===== config.mk =====
export PLATFORM = sky130hd
export DESIGN_NAME = xmb_bus
export DESIGN_NICKNAME = d
export VERILOG_FILES = /design/src/design/xmb_buf2.v /design/src/design/xmb_bus.v
export VERILOG_INCLUDE_DIRS = /design/src /design/src/design
export SDC_FILE = /design/constraint.sdc
export NUM_CORES = 1
export LEC_CHECK = 0
export BUFFER_PORTS_ARGS = -buffer_cell sky130_fd_sc_hd__buf_2
export CORE_MARGIN = 1
export CORE_UTILIZATION = 55
export CTS_CLUSTER_DIAMETER = 50
export DETAILED_ROUTE_END_ITERATION = 10
export PLACE_DENSITY = 0.87
export SYNTH_ARGS = -nofsm -noshare
export SYNTH_HDL_FRONTEND = slang
export SYNTH_SLANG_ARGS = --single-unit

===== constraint.sdc =====
create_clock -name mclk_i -period 4.87 [get_ports mclk_i]
set_input_delay 0.2435 -clock mclk_i [delete_from_list [all_inputs] [get_ports mclk_i]]
set_output_delay 0.2435 -clock mclk_i [all_outputs]
set_load 0.02 [all_outputs]

===== src/design/xmb_regs.vh =====
// Constants for the external memory bus interface of the core.
// Assumes a single core clock; the bus timing is counted in core clock periods.
`ifndef XMB_REGS_VH
`define XMB_REGS_VH
`define XMB_SLOT_CYCLES   3'h6
`define XMB_SLOT_LAST     3'h5
`define XMB_PH_ADDR       3'h0
`define XMB_PH_LATCH      3'h1
`define XMB_PH_STROBE     3'h2
`define XMB_PH_SAMPLE     3'h4
`define XMB_INT_CODE_TOP  24'h00_1FFF
`define XMB_LSD_BIT       4
`define XMB_ZERO8         8'h00
`define XMB_ONES8         8'hFF
`define XMB_ZERO24        24'h00_0000
`define XMB_CMD_FETCH     2'h0
`define XMB_CMD_READ      2'h1
`define XMB_CMD_WRITE     2'h2
`define XMB_BUF_DEPTH     2
`endif


===== src/design/xmb_buf2.v =====
// Two-entry buffer with valid and ready on both sides.
// Assumes the drain side may stall at any time; no word is lost while full.
module xmb_buf2
(
  // Clock and reset.
  input  wire        mclk_i,
  input  wire        reset_i,
  // Fill side.
  input  wire        in_valid_i,
  output wire        in_ready_o,
  input  wire [8:0]  in_data_i,
  // Drain side.
  output wire        out_valid_o,
  input  wire        out_ready_i,
  output wire [8:0]  out_data_o
);
  reg  [8:0] mem_q [0:1];
  reg        wr_q;
  reg        rd_q;
  reg  [1:0] cnt_q;
  wire       push;
  wire       pop;

  assign in_ready_o  = (cnt_q != 2'h2);
  assign out_valid_o = (cnt_q != 2'h0);
  assign out_data_o  = mem_q[rd_q];
  assign push        = in_valid_i & in_ready_o;
  assign pop         = out_valid_o & out_ready_i;

  always @(posedge mclk_i)
  begin
    if (reset_i)
    begin
      wr_q     <= 1'b0;
      rd_q     <= 1'b0;
      cnt_q    <= 2'h0;
      mem_q[0] <= 9'h000;
      mem_q[1] <= 9'h000;
    end
    else
    begin
      if (push)
      begin
        mem_q[wr_q] <= in_data_i;
        wr_q        <= ~wr_q;
      end
      if (pop)
        rd_q <= ~rd_q;
      if (push & ~pop)
        cnt_q <= cnt_q + 2'h1;
      else if (pop & ~push)
        cnt_q <= cnt_q - 2'h1;
    end
  end
endmodule


===== src/design/xmb_bus.v =====
// External memory bus: fetches code and reads or writes the 24-bit external data space.
// Assumes an external address latch and memories on the muxed port; one external access per eight clocks at most.
// Operation
// Write pulses the write strobe while the data byte sits on the low port.
// Read asserts read strobe; memory drives low port; device captures byte.
// External fetch puts address bits 15 to 8 on the upper port.
// Data access puts middle then high address byte on the upper port.
// Upper pins carry bits 8-11/16-19 low nibble, 12-15/20-23 high nibble.
// Idle upper port is a pulled-up general port; a written 1 reads as input.
// External-access select is sampled when reset ends and latches execution mode.
// Select high: 0000H-1FFFH fetched internally; low: all fetches go external.
// Outside party keeps the select pin constant during normal operation.
// Program-store strobe enables external program memory during external fetches.
// Program-store strobe fires every six clocks except during data accesses; the code fires it only in external fetch slots, once per fetch.
// Program-store strobe stays high while executing from internal memory.
// Program-store pin low at reset release enters serial download mode.
// Latch strobe captures low address byte, and page byte for data accesses; the code never drives the page byte while the strobe is high.
// Latch strobe fires every six clocks except during data accesses; the code pulses it once per external access, data accesses included.
// Power control bit 4 set stops driving the latch strobe.
// Low port carries low address byte first, then the data byte.
// Low port drives ones strongly while acting as memory bus.
// As general port the low port is open-drain; written ones float.
// Software writes no ones to reserved control bits.
// Data address is page byte, high byte, low byte of the pointer.
// Low address precedes latch strobe fall; data phase follows under strobes.
`include "xmb_regs.vh"

module xmb_bus
(
  // Clock and reset.
  input  wire        mclk_i,
  input  wire        reset_i,
  // Core request side.
  input  wire        req_valid_i,
  output wire        req_ready_o,
  input  wire [1:0]  req_cmd_i,
  input  wire [7:0]  data_pointer_page_byte_i,
  input  wire [7:0]  data_pointer_high_byte_i,
  input  wire [7:0]  data_pointer_low_byte_i,
  input  wire [7:0]  req_wdata_i,
  // Core answer side.
  output wire        rsp_valid_o,
  input  wire        rsp_ready_i,
  output wire [7:0]  rsp_data_o,
  output wire        rsp_internal_o,
  // Mode and control.
  input  wire [7:0]  power_control_register_i,
  input  wire [7:0]  upper_port_latch_i,
  input  wire [7:0]  low_port_latch_i,
  output reg         code_external_o,
  output reg         serial_download_o,
  // Straps.
  input  wire        external_access_select_i,
  // Program-store strobe, two-way for the download strap.
  input  wire        program_store_strobe_i,
  output reg         program_store_strobe_o,
  output reg         program_store_strobe_oe_o,
  // Address latch strobe.
  output reg         addr_latch_strobe_o,
  output reg         addr_latch_strobe_oe_o,
  // Read and write strobes, active low.
  output reg         rd_n_o,
  output reg         wr_n_o,
  // Multiplexed low address and data port.
  input  wire [7:0]  muxed_addr_data_lines_i,
  output reg  [7:0]  muxed_addr_data_lines_o,
  output reg  [7:0]  muxed_addr_data_lines_oe_o,
  // Upper address port.
  input  wire [7:0]  upper_address_port_i,
  output reg  [7:0]  upper_address_port_o,
  output reg  [7:0]  upper_address_port_oe_o
);
  localparam ST_IDLE  = 3'b001;
  localparam ST_FETCH = 3'b010;
  localparam ST_DATA  = 3'b100;

  reg  [2:0]  state_q;
  reg  [2:0]  ph_q;
  reg  [1:0]  cmd_q;
  reg  [23:0] addr_q;
  reg  [7:0]  wdata_q;
  reg         strap_q;
  reg  [7:0]  cap_q;
  reg         cap_int_q;
  reg         cap_valid_q;
  wire        buf_ready;
  wire [8:0]  buf_out;
  wire        slot_end;
  wire        go_ext;
  wire        take;
  wire [23:0] req_addr;
  wire [7:0]  gp_low_oe;
  wire [7:0]  gp_up_oe;

  // Names the fetch command once for both the routing and the state choice.
  function is_fetch;
    input [1:0] cmd;
    begin
      is_fetch = (cmd == `XMB_CMD_FETCH);
    end
  endfunction

  // Slot phases before the strobe phase still show the address on both ports.
  function in_addr_phase;
    input [2:0] ph;
    begin
      in_addr_phase = (ph < `XMB_PH_STROBE);
    end
  endfunction

  // Decides whether a fetch leaves the chip; data accesses always do.
  function is_external;
    input [1:0]  cmd;
    input [23:0] addr;
    input        code_ext;
    begin
      is_external = ~is_fetch(cmd) | code_ext | (addr > `XMB_INT_CODE_TOP);
    end
  endfunction

  assign req_addr = {data_pointer_page_byte_i, data_pointer_high_byte_i, data_pointer_low_byte_i};
  assign slot_end = (ph_q == `XMB_SLOT_LAST);
  // A pending answer stalls the bus so a stalled receiver never loses a byte.
  // A request in the strap cycle is refused, so every access sees the settled mode.
  assign req_ready_o = (state_q == ST_IDLE) & ~cap_valid_q & buf_ready & ~strap_q;
  assign take = req_valid_i & req_ready_o;
  assign go_ext = is_external(req_cmd_i, req_addr, code_external_o);

  // Idle ports drive only written zeros: open-drain low pins float, pulled-up upper pins read back.
  genvar gi;
  generate
    for (gi = 0; gi < 8; gi = gi + 1)
    begin : g_gp
      assign gp_low_oe[gi] = ~low_port_latch_i[gi];
      assign gp_up_oe[gi]  = ~upper_port_latch_i[gi];
    end
  endgenerate

  // Strap capture in the first clocked cycle after reset ends.
  always @(posedge mclk_i)
  begin
    if (reset_i)
    begin
      strap_q           <= 1'b1;
      code_external_o   <= 1'b0;
      serial_download_o <= 1'b0;
    end
    else if (strap_q)
    begin
      strap_q           <= 1'b0;
      code_external_o   <= ~external_access_select_i;
      serial_download_o <= ~program_store_strobe_i;
    end
  end

  always @(posedge mclk_i)
  begin
    if (reset_i)
    begin
      state_q     <= ST_IDLE;
      ph_q        <= `XMB_PH_ADDR;
      cmd_q       <= `XMB_CMD_FETCH;
      addr_q      <= `XMB_ZERO24;
      wdata_q     <= `XMB_ZERO8;
      cap_q       <= `XMB_ZERO8;
      cap_int_q   <= 1'b0;
      cap_valid_q <= 1'b0;
    end
    else
    begin
      if (cap_valid_q & buf_ready)
        cap_valid_q <= 1'b0;
      case (state_q)
        ST_IDLE:
        begin
          ph_q <= `XMB_PH_ADDR;
          if (take & ~strap_q)
          begin
            cmd_q   <= req_cmd_i;
            addr_q  <= req_addr;
            wdata_q <= req_wdata_i;
            if (go_ext)
              state_q <= is_fetch(req_cmd_i) ? ST_FETCH : ST_DATA;
            else
            begin
              // Internal code is not modelled here; the core supplies it and only a marker returns.
              cap_q       <= `XMB_ZERO8;
              cap_int_q   <= 1'b1;
              cap_valid_q <= 1'b1;
            end
          end
        end
        ST_FETCH, ST_DATA:
        begin
          ph_q <= slot_end ? `XMB_PH_ADDR : ph_q + 3'h1;
          // Memory has driven the port for two clocks by the sample phase, so the byte is settled.
          if ((ph_q == `XMB_PH_SAMPLE) & (cmd_q != `XMB_CMD_WRITE))
            cap_q <= muxed_addr_data_lines_i;
          if (slot_end)
          begin
            cap_int_q   <= 1'b0;
            cap_valid_q <= 1'b1;
            state_q     <= ST_IDLE;
          end
        end
        default:
          state_q <= ST_IDLE;
      endcase
    end
  end

  // Pin drive, registered so every pin output comes from a flip-flop.
  always @(posedge mclk_i)
  begin
    if (reset_i)
    begin
      program_store_strobe_o     <= 1'b1;
      program_store_strobe_oe_o  <= 1'b0;
      addr_latch_strobe_o        <= 1'b0;
      addr_latch_strobe_oe_o     <= 1'b0;
      rd_n_o                     <= 1'b1;
      wr_n_o                     <= 1'b1;
      muxed_addr_data_lines_o    <= `XMB_ZERO8;
      muxed_addr_data_lines_oe_o <= `XMB_ZERO8;
      upper_address_port_o       <= `XMB_ONES8;
      upper_address_port_oe_o    <= `XMB_ZERO8;
    end
    else
    begin
      // The strap pin is released until sampled, then driven high when idle.
      program_store_strobe_oe_o <= ~strap_q;
      program_store_strobe_o    <= 1'b1;
      addr_latch_strobe_oe_o    <= ~power_control_register_i[`XMB_LSD_BIT];
      addr_latch_strobe_o       <= 1'b0;
      rd_n_o                    <= 1'b1;
      wr_n_o                    <= 1'b1;
      // General port: open-drain low port, ones float.
      muxed_addr_data_lines_o    <= `XMB_ZERO8;
      muxed_addr_data_lines_oe_o <= gp_low_oe;
      // Pulled-up upper port: only zeros are driven, ones read back as inputs.
      upper_address_port_o       <= `XMB_ZERO8;
      upper_address_port_oe_o    <= gp_up_oe;
      // Slot phases 0 and 1 show the address; phases 2 to 5 carry the strobe and the data.
      if (state_q != ST_IDLE)
      begin
        upper_address_port_oe_o <= `XMB_ONES8;
        if (state_q == ST_FETCH)
          upper_address_port_o <= addr_q[15:8];
        else
          upper_address_port_o <= in_addr_phase(ph_q) ? addr_q[15:8] : addr_q[23:16];
        // The latch takes the low byte; for data it pulses only at the request, before the page byte goes out.
        addr_latch_strobe_o <= (ph_q == `XMB_PH_ADDR) & (state_q == ST_FETCH);
        muxed_addr_data_lines_oe_o <= `XMB_ONES8;
        if (in_addr_phase(ph_q))
          muxed_addr_data_lines_o <= addr_q[7:0];
        else if (state_q == ST_FETCH)
        begin
          muxed_addr_data_lines_oe_o <= `XMB_ZERO8;
          program_store_strobe_o     <= slot_end;
        end
        else if (cmd_q == `XMB_CMD_WRITE)
        begin
          muxed_addr_data_lines_o <= wdata_q;
          wr_n_o                  <= slot_end;
        end
        else
        begin
          muxed_addr_data_lines_oe_o <= `XMB_ZERO8;
          rd_n_o                     <= slot_end;
        end
      end
      else if (take & go_ext)
      begin
        // The address goes out with the first latch pulse, so the latch never captures a port value.
        addr_latch_strobe_o        <= 1'b1;
        muxed_addr_data_lines_o    <= req_addr[7:0];
        muxed_addr_data_lines_oe_o <= `XMB_ONES8;
        upper_address_port_o       <= req_addr[15:8];
        upper_address_port_oe_o    <= `XMB_ONES8;
      end
    end
  end

  // The buffer decouples answers from the pins, so a stalled core never freezes a slot.
  xmb_buf2 u_buf
  (
    .mclk_i      (mclk_i),
    .reset_i     (reset_i),
    .in_valid_i  (cap_valid_q),
    .in_ready_o  (buf_ready),
    .in_data_i   ({cap_int_q, cap_q}),
    .out_valid_o (rsp_valid_o),
    .out_ready_i (rsp_ready_i),
    .out_data_o  (buf_out)
  );

  assign rsp_data_o     = buf_out[7:0];
  assign rsp_internal_o = buf_out[8];
endmodule


* After elaboration in Yosys (flattened, before gate mapping)
Memories as Yosys holds them, arrays and structs flattened. A register that Yosys moved wholly into a read port is not among the register bits.
Index checks and enable logic that the tools add are counted.
** Cells by class
- Add/subtract/negate cells :: 3
- $lt $le $gt $ge :: 2
- Equal/unequal tests :: 14
- Bitwise operators :: 43
- Reductions and logical operators :: 14
- Multiplexer cells :: 50
** Operator list (count)
- $mux 8 :: 19
- $not 1->1 :: 29
- $gt 24x13->1 const B :: 1
- $mux 1 :: 18
- $pmux 8 s2 :: 1
- $mux 3 :: 5
- $and 1x1->1 :: 12
- $ne 2x2->1 const B :: 6
- $pmux 3 s2 :: 2
- $reduce_or 5->1 :: 2
- $eq 3x3->1 const B :: 3
- $mux 9 :: 1
- $reduce_or 9->1 :: 1
- $reduce_and 4->1 :: 2
- $reduce_bool 2->1 :: 3
- $mux 2 :: 2
- $pmux 1 s2 :: 2
- $reduce_or 4->1 :: 1
- $add 3x1->3 const B :: 1
- $eq 3x1->1 const B :: 1
- $eq 3x2->1 const B :: 1
- $logic_not 3->1 :: 1
- $lt 3x2->1 const B :: 1
- $ne 3x1->1 const B :: 1
- 9 further kinds :: 10
** Word-level totals
- Memory bits (writable) :: 18
- Memories :: 1
- Input bits :: 80
- Output and inout port bits :: 51
- Bits in registers :: 95
** Memory list
- u_buf.mem_q :: words 2, bits a word 9, rd ports 1, clocked after Yosys merged registers in 1, wr ports 2, line xmb_buf2.v:17 : reg [8:0] mem_q [0:1];

* Depth between registers and ports, before layout
- Depth after elaboration :: 8
- Mapped depth :: 8

* By module
Synthesis repeated with hierarchy kept, for this count alone.
** Unflattened totals
- Cells, all modules :: 426
- Area, all modules :: 4260.3 um2
** Modules (own cells, without submodules)
- xmb_bus :: seq. area each 1821.7 um2, cells each 344, times used 1, area each 3231.8 um2
- xmb_buf2 :: seq. area each 640.6 um2, cells each 82, times used 1, area each 1028.5 um2

* Worst setup path before layout
Ideal clock, no wire load.
- Path kind :: in2reg
- Start :: in reset_i
- End :: mem u_buf.mem_q[0][0], enable pin
- Library setup time :: 377 ps
- Stages on the path :: 4
- Path buffers :: 3
- Arrival time :: 1486 ps
- Path slack :: 3007 ps
- Required time :: 4493 ps
- Cells stage by stage :: clkbuf_1 -> clkbuf_1 -> clkbuf_1 -> o21bai_1
** RTL lines
- from (decl) :: line xmb_bus.v:32 : input wire reset_i,
- to (decl) :: line xmb_buf2.v:17

* Final worst setup path
- Start :: reg state_q[0]
- End :: reg cmd_q[0]
** Between the ends
- Cells in the longest elaborated chain, start to end :: 7
** RTL lines
- from (decl) :: line xmb_bus.v:77 : reg [2:0] state_q;
- from (signal assigned) :: line xmb_bus.v:183 : state_q <= is_fetch(req_cmd_i) ? ST_FETCH : ST_DATA;
- $eq 3x1->1 * :: line xmb_bus.v:125, xmb_bus.v:173
- $and 1x1->1 (3 in series) :: line xmb_bus.v:125 : assign req_ready_o = (state_q == ST_IDLE) & ~cap_valid_q & buf_ready & ~strap_q;
- $and 1x1->1 :: line xmb_bus.v:126 : assign take = req_valid_i & req_ready_o;
- $and 1x1->1 :: line xmb_bus.v:177 : if (take & ~strap_q)
- $reduce_and 2->1 (no line) *
- to (signal assigned) :: line xmb_bus.v:162 : cmd_q <= `XMB_CMD_FETCH;
- to (signal assigned) :: line xmb_bus.v:179 : cmd_q <= req_cmd_i;
- to (decl) :: line xmb_bus.v:79 : reg [1:0] cmd_q;
Mark *: on every way between the ends. The rest lies on a longest branch, timed or not.
A chain may end at the register's enable or synchronous reset.

==> metrics <==
status complete, no violations; most frequent cell after synthesis dfxtp_1; Filler Cell Count about 470; Switching Share between 20% and 30%; Synth warnings 0; Yosys top cell by area dfxtp_1; CP Capture Type flip-flop; vias in the first global route about 4300; residual DRC count 0; slew at the pin closest to its max-slew limit ~1.2 ns; Crit path arrival time around 3.2 ns; hold path endpoint upper_address_port_o[7]; first-pass GRT wire length 21050 um; Top Metal Used met4; worst setup slack after layout 2.015 ns; grt total ovfl 0; CP startpoint state_q[0]; post-cts hold buffer count 60; max incr delay on CP ~0.81 ns; NetSw around 0.00066 W; FMAX between 0.3 and 0.4 GHz; Starting DRT DRC Count a little under 600; Slew Limit Fails 0; worst-path fanout max 18; Seq/Total Area, Yosys around 55%; top cells by count, synth 96 x dfxtp_1, 76 x nand2_1, 60 x a21oi_1, 26 x and2_1, 19 x nand3_1; Seq pwr share about two fifths; relative slew slack around a fifth; worst skew pair latency 0.52 ns; RSZ-0062 raised after global routing false; routability cong. about 0.84; Post-Route WL between 10000 and 15000 um; hpwl dp roughly 6600 um; clock-pin transition on the worst setup and hold timing paths ~0.060 ns; Avg Cell Area, Syn slightly below 10 um^2; share of cells above drive strength 1 27.69%; post-CTS sizing 0; Crit Path Class reg2reg; Required @ worst endpoint 5.24 ns; GRT Total Usage about a third; crit-path cells nor3b_4 -> nand4_1 -> buf_4 -> nand2_1 -> a21oi_1; drt pass-1 iters 5; crit path time final around 2.9 ns; delay-heaviest family, CP simple AND/OR/NAND/NOR gates; final setup TNS 0 ns; routed metal-1 wirelength 4656 um; number of inserted diodes 0; Row Count 32; maxcap violations 0; Clock H-tree levels 4; ANT nets after route 0; port bufs roughly 120; reg2reg start state_q[0]; Tcrit/Tclk final between 50% and 60%; r2r setup slk between 2 and 2.5 ns; worst hold path stage count 3; Final nets 700; reg2reg path depth 5; leakage around 2.6 nW; Die H roughly 90 um; routed len/inst around 18 um; Vias/cell around 5.8; #FFs+latches synth 114; pwr/cell area 429.4 nW/um^2; placed cell count 642; core outline area 7807 um^2; Internal about 0.0020 W; largest net degree at the start of global routing 60; Routed met2 length about 6800 um; antenna violations before repair 0; Layout area overhead 40.96%; combinational group share of total power between 10% and 20%; top post-synthesis cells by area dfxtp_1 43%, edfxtp_1 12%, a21oi_1 6.7%; final setup violation count 0; R2R Path End cmd_q[0]; Place WS 2.137 ns; Top-Level Pins about 130; starting density of the core between 50% and 60%; syn nets between 500 and 600; dominant synthesized flop cell dfxtp_1; cts bufs inserted 17; Yosys top cell area share 42.98%; Longest Clk Path Bufs 2; Post-CTS Setup Bufs 0; Final Hold Fails 0; root buf cell clkbuf_8; critical path launch point type flip-flop; die area 8495 um^2; Post-Syn Instances about 450; count of cell types in the netlist 48; Worst Path Buf+Inv 1; Clk pwr share about 50%; Netlist Area Pre-Place between 4000 and 5000 um^2; worst vdd ir just under 0.0003 V; Post-synth EDFFs 18; total number of vias around 4300; slowest cell on the critical path nand4_1; width of the die about 92 um; met3 routed WL ~1100 um; Num Clock Sinks about 110; non-filler cells, final 734; HP Class in2reg; hold slack about 0.027 ns; Clock Skews about 0.0086 ns; Hold Crit Start data_pointer_high_byte_i[7]; asr flop ratio synth 0%; CTS tree done
worst min-delay path: cells and delay by family:
family	cells	cell delay [ns]
buf+inv	1	0.12
compound gates	2	0.14
through the flow:
| stage | cell area (um^2) | power [W] | util (%) |
|---|---|---|---|
| after floorplan | 4472 | 0.001232 | - |
| after global placement | 5051 | 0.001309 | 64.70 |
| after detailed placement | 5051 | 0.001318 | 64.70 |
| after CTS | 6304 | 0.002685 | 80.74 |
| after global routing | 6304 | 0.002778 | 80.74 |
| final | 6304 | 0.002707 | 80.74 |
per-layer routing:
| layer | vias to the layer above | GRT usage, % |
|---|---|---|
| met1 | 2035 | 34.66 |
| li1 | 1931 | - |
| met3 | 59 | 10.12 |
| met4 | 0 | 16.93 |
| met5 | - | 0 |
| met2 | 258 | 56.72 |
kinds of logic after synthesis:
kind of cell	Yosys count	synth area share [%]
AND/OR/NAND/NOR	177	21.60
AO/OA/AOI/OAI	103	14.02
adder cells (fa/ha/maj)	1	0.2798
flip-flops	114	55.06
buffers and inverters	33	3.609
XOR/XNOR	5	1.147
multiplexers	18	4.281
flip-flops by register name, indices dropped and copies added (netlist names), 2 cells and up, named ones only:
| signal | cells |
|---|---|
| addr_q | 24 |
| cap_q | 8 |
| cmd_q | 2 |
| muxed_addr_data_lines_o | 8 |
| muxed_addr_data_lines_oe_o | 8 |
| ph_q | 3 |
| state_q | 3 |
| u_buf.cnt_q | 2 |
| u_buf.mem_q | 18 |
| upper_address_port_o | 8 |
| upper_address_port_oe_o | 8 |
| wdata_q | 8 |
power by group through the flow:
stage	registers [W]	logic, W	clock network [W]
floorplan	0.00108	0.000152	0
global route	0.00105	0.000336	0.00139
detailed placement	0.00106	0.000260	0
finish	0.00104	0.000314	0.00135
CTS	0.00104	0.000302	0.00134
global placement	0.00106	0.000254	0
cells in the final DEF (no fill, tap or decap), types with 6 or more instances in the layout:
cell and n:
nand3b_1 8, o21ai_0 9, a31oi_1 6, clkbuf_16 18, nor2_1 13, mux2i_1 9
buf_2 115, mux2_2 9, o211ai_1 8, nand2_1 76, a221o_1 9, nand3_1 19
dlygate4sd3_1 60, edfxtp_1 18, and2_1 26, dfxtp_1 96, a21oi_1 60
layout make-up:
| cell class | count | area (um^2) | share of cell area (%) |
|---|---|---|---|
| clock buffers | 20 | 478.0 | 7.582 |
| inverters | 4 | 15.01 | 0.2382 |
| repair buffers | 178 | 1199 | 19.02 |
| multi-input cells | 304 | 1848 | 29.32 |
| well taps | 102 | 127.6 | 2.025 |
| flip-flops and latches | 114 | 2462 | 39.06 |
| clock inverters | 12 | 173.9 | 2.759 |
worst max-delay path by stage:
| stage | end | depth (start not counted) |
|---|---|---|
| CTS | cmd_q[0] | 5 |
| floorplan | u_buf.mem_q[0][0] | 4 |
| global placement | addr_q[21] | 5 |
| detailed placement | addr_q[19] | 5 |
| global route | cmd_q[0] | 5 |
| finish | cmd_q[0] | 5 |
(Power assumes the default switching activity.)
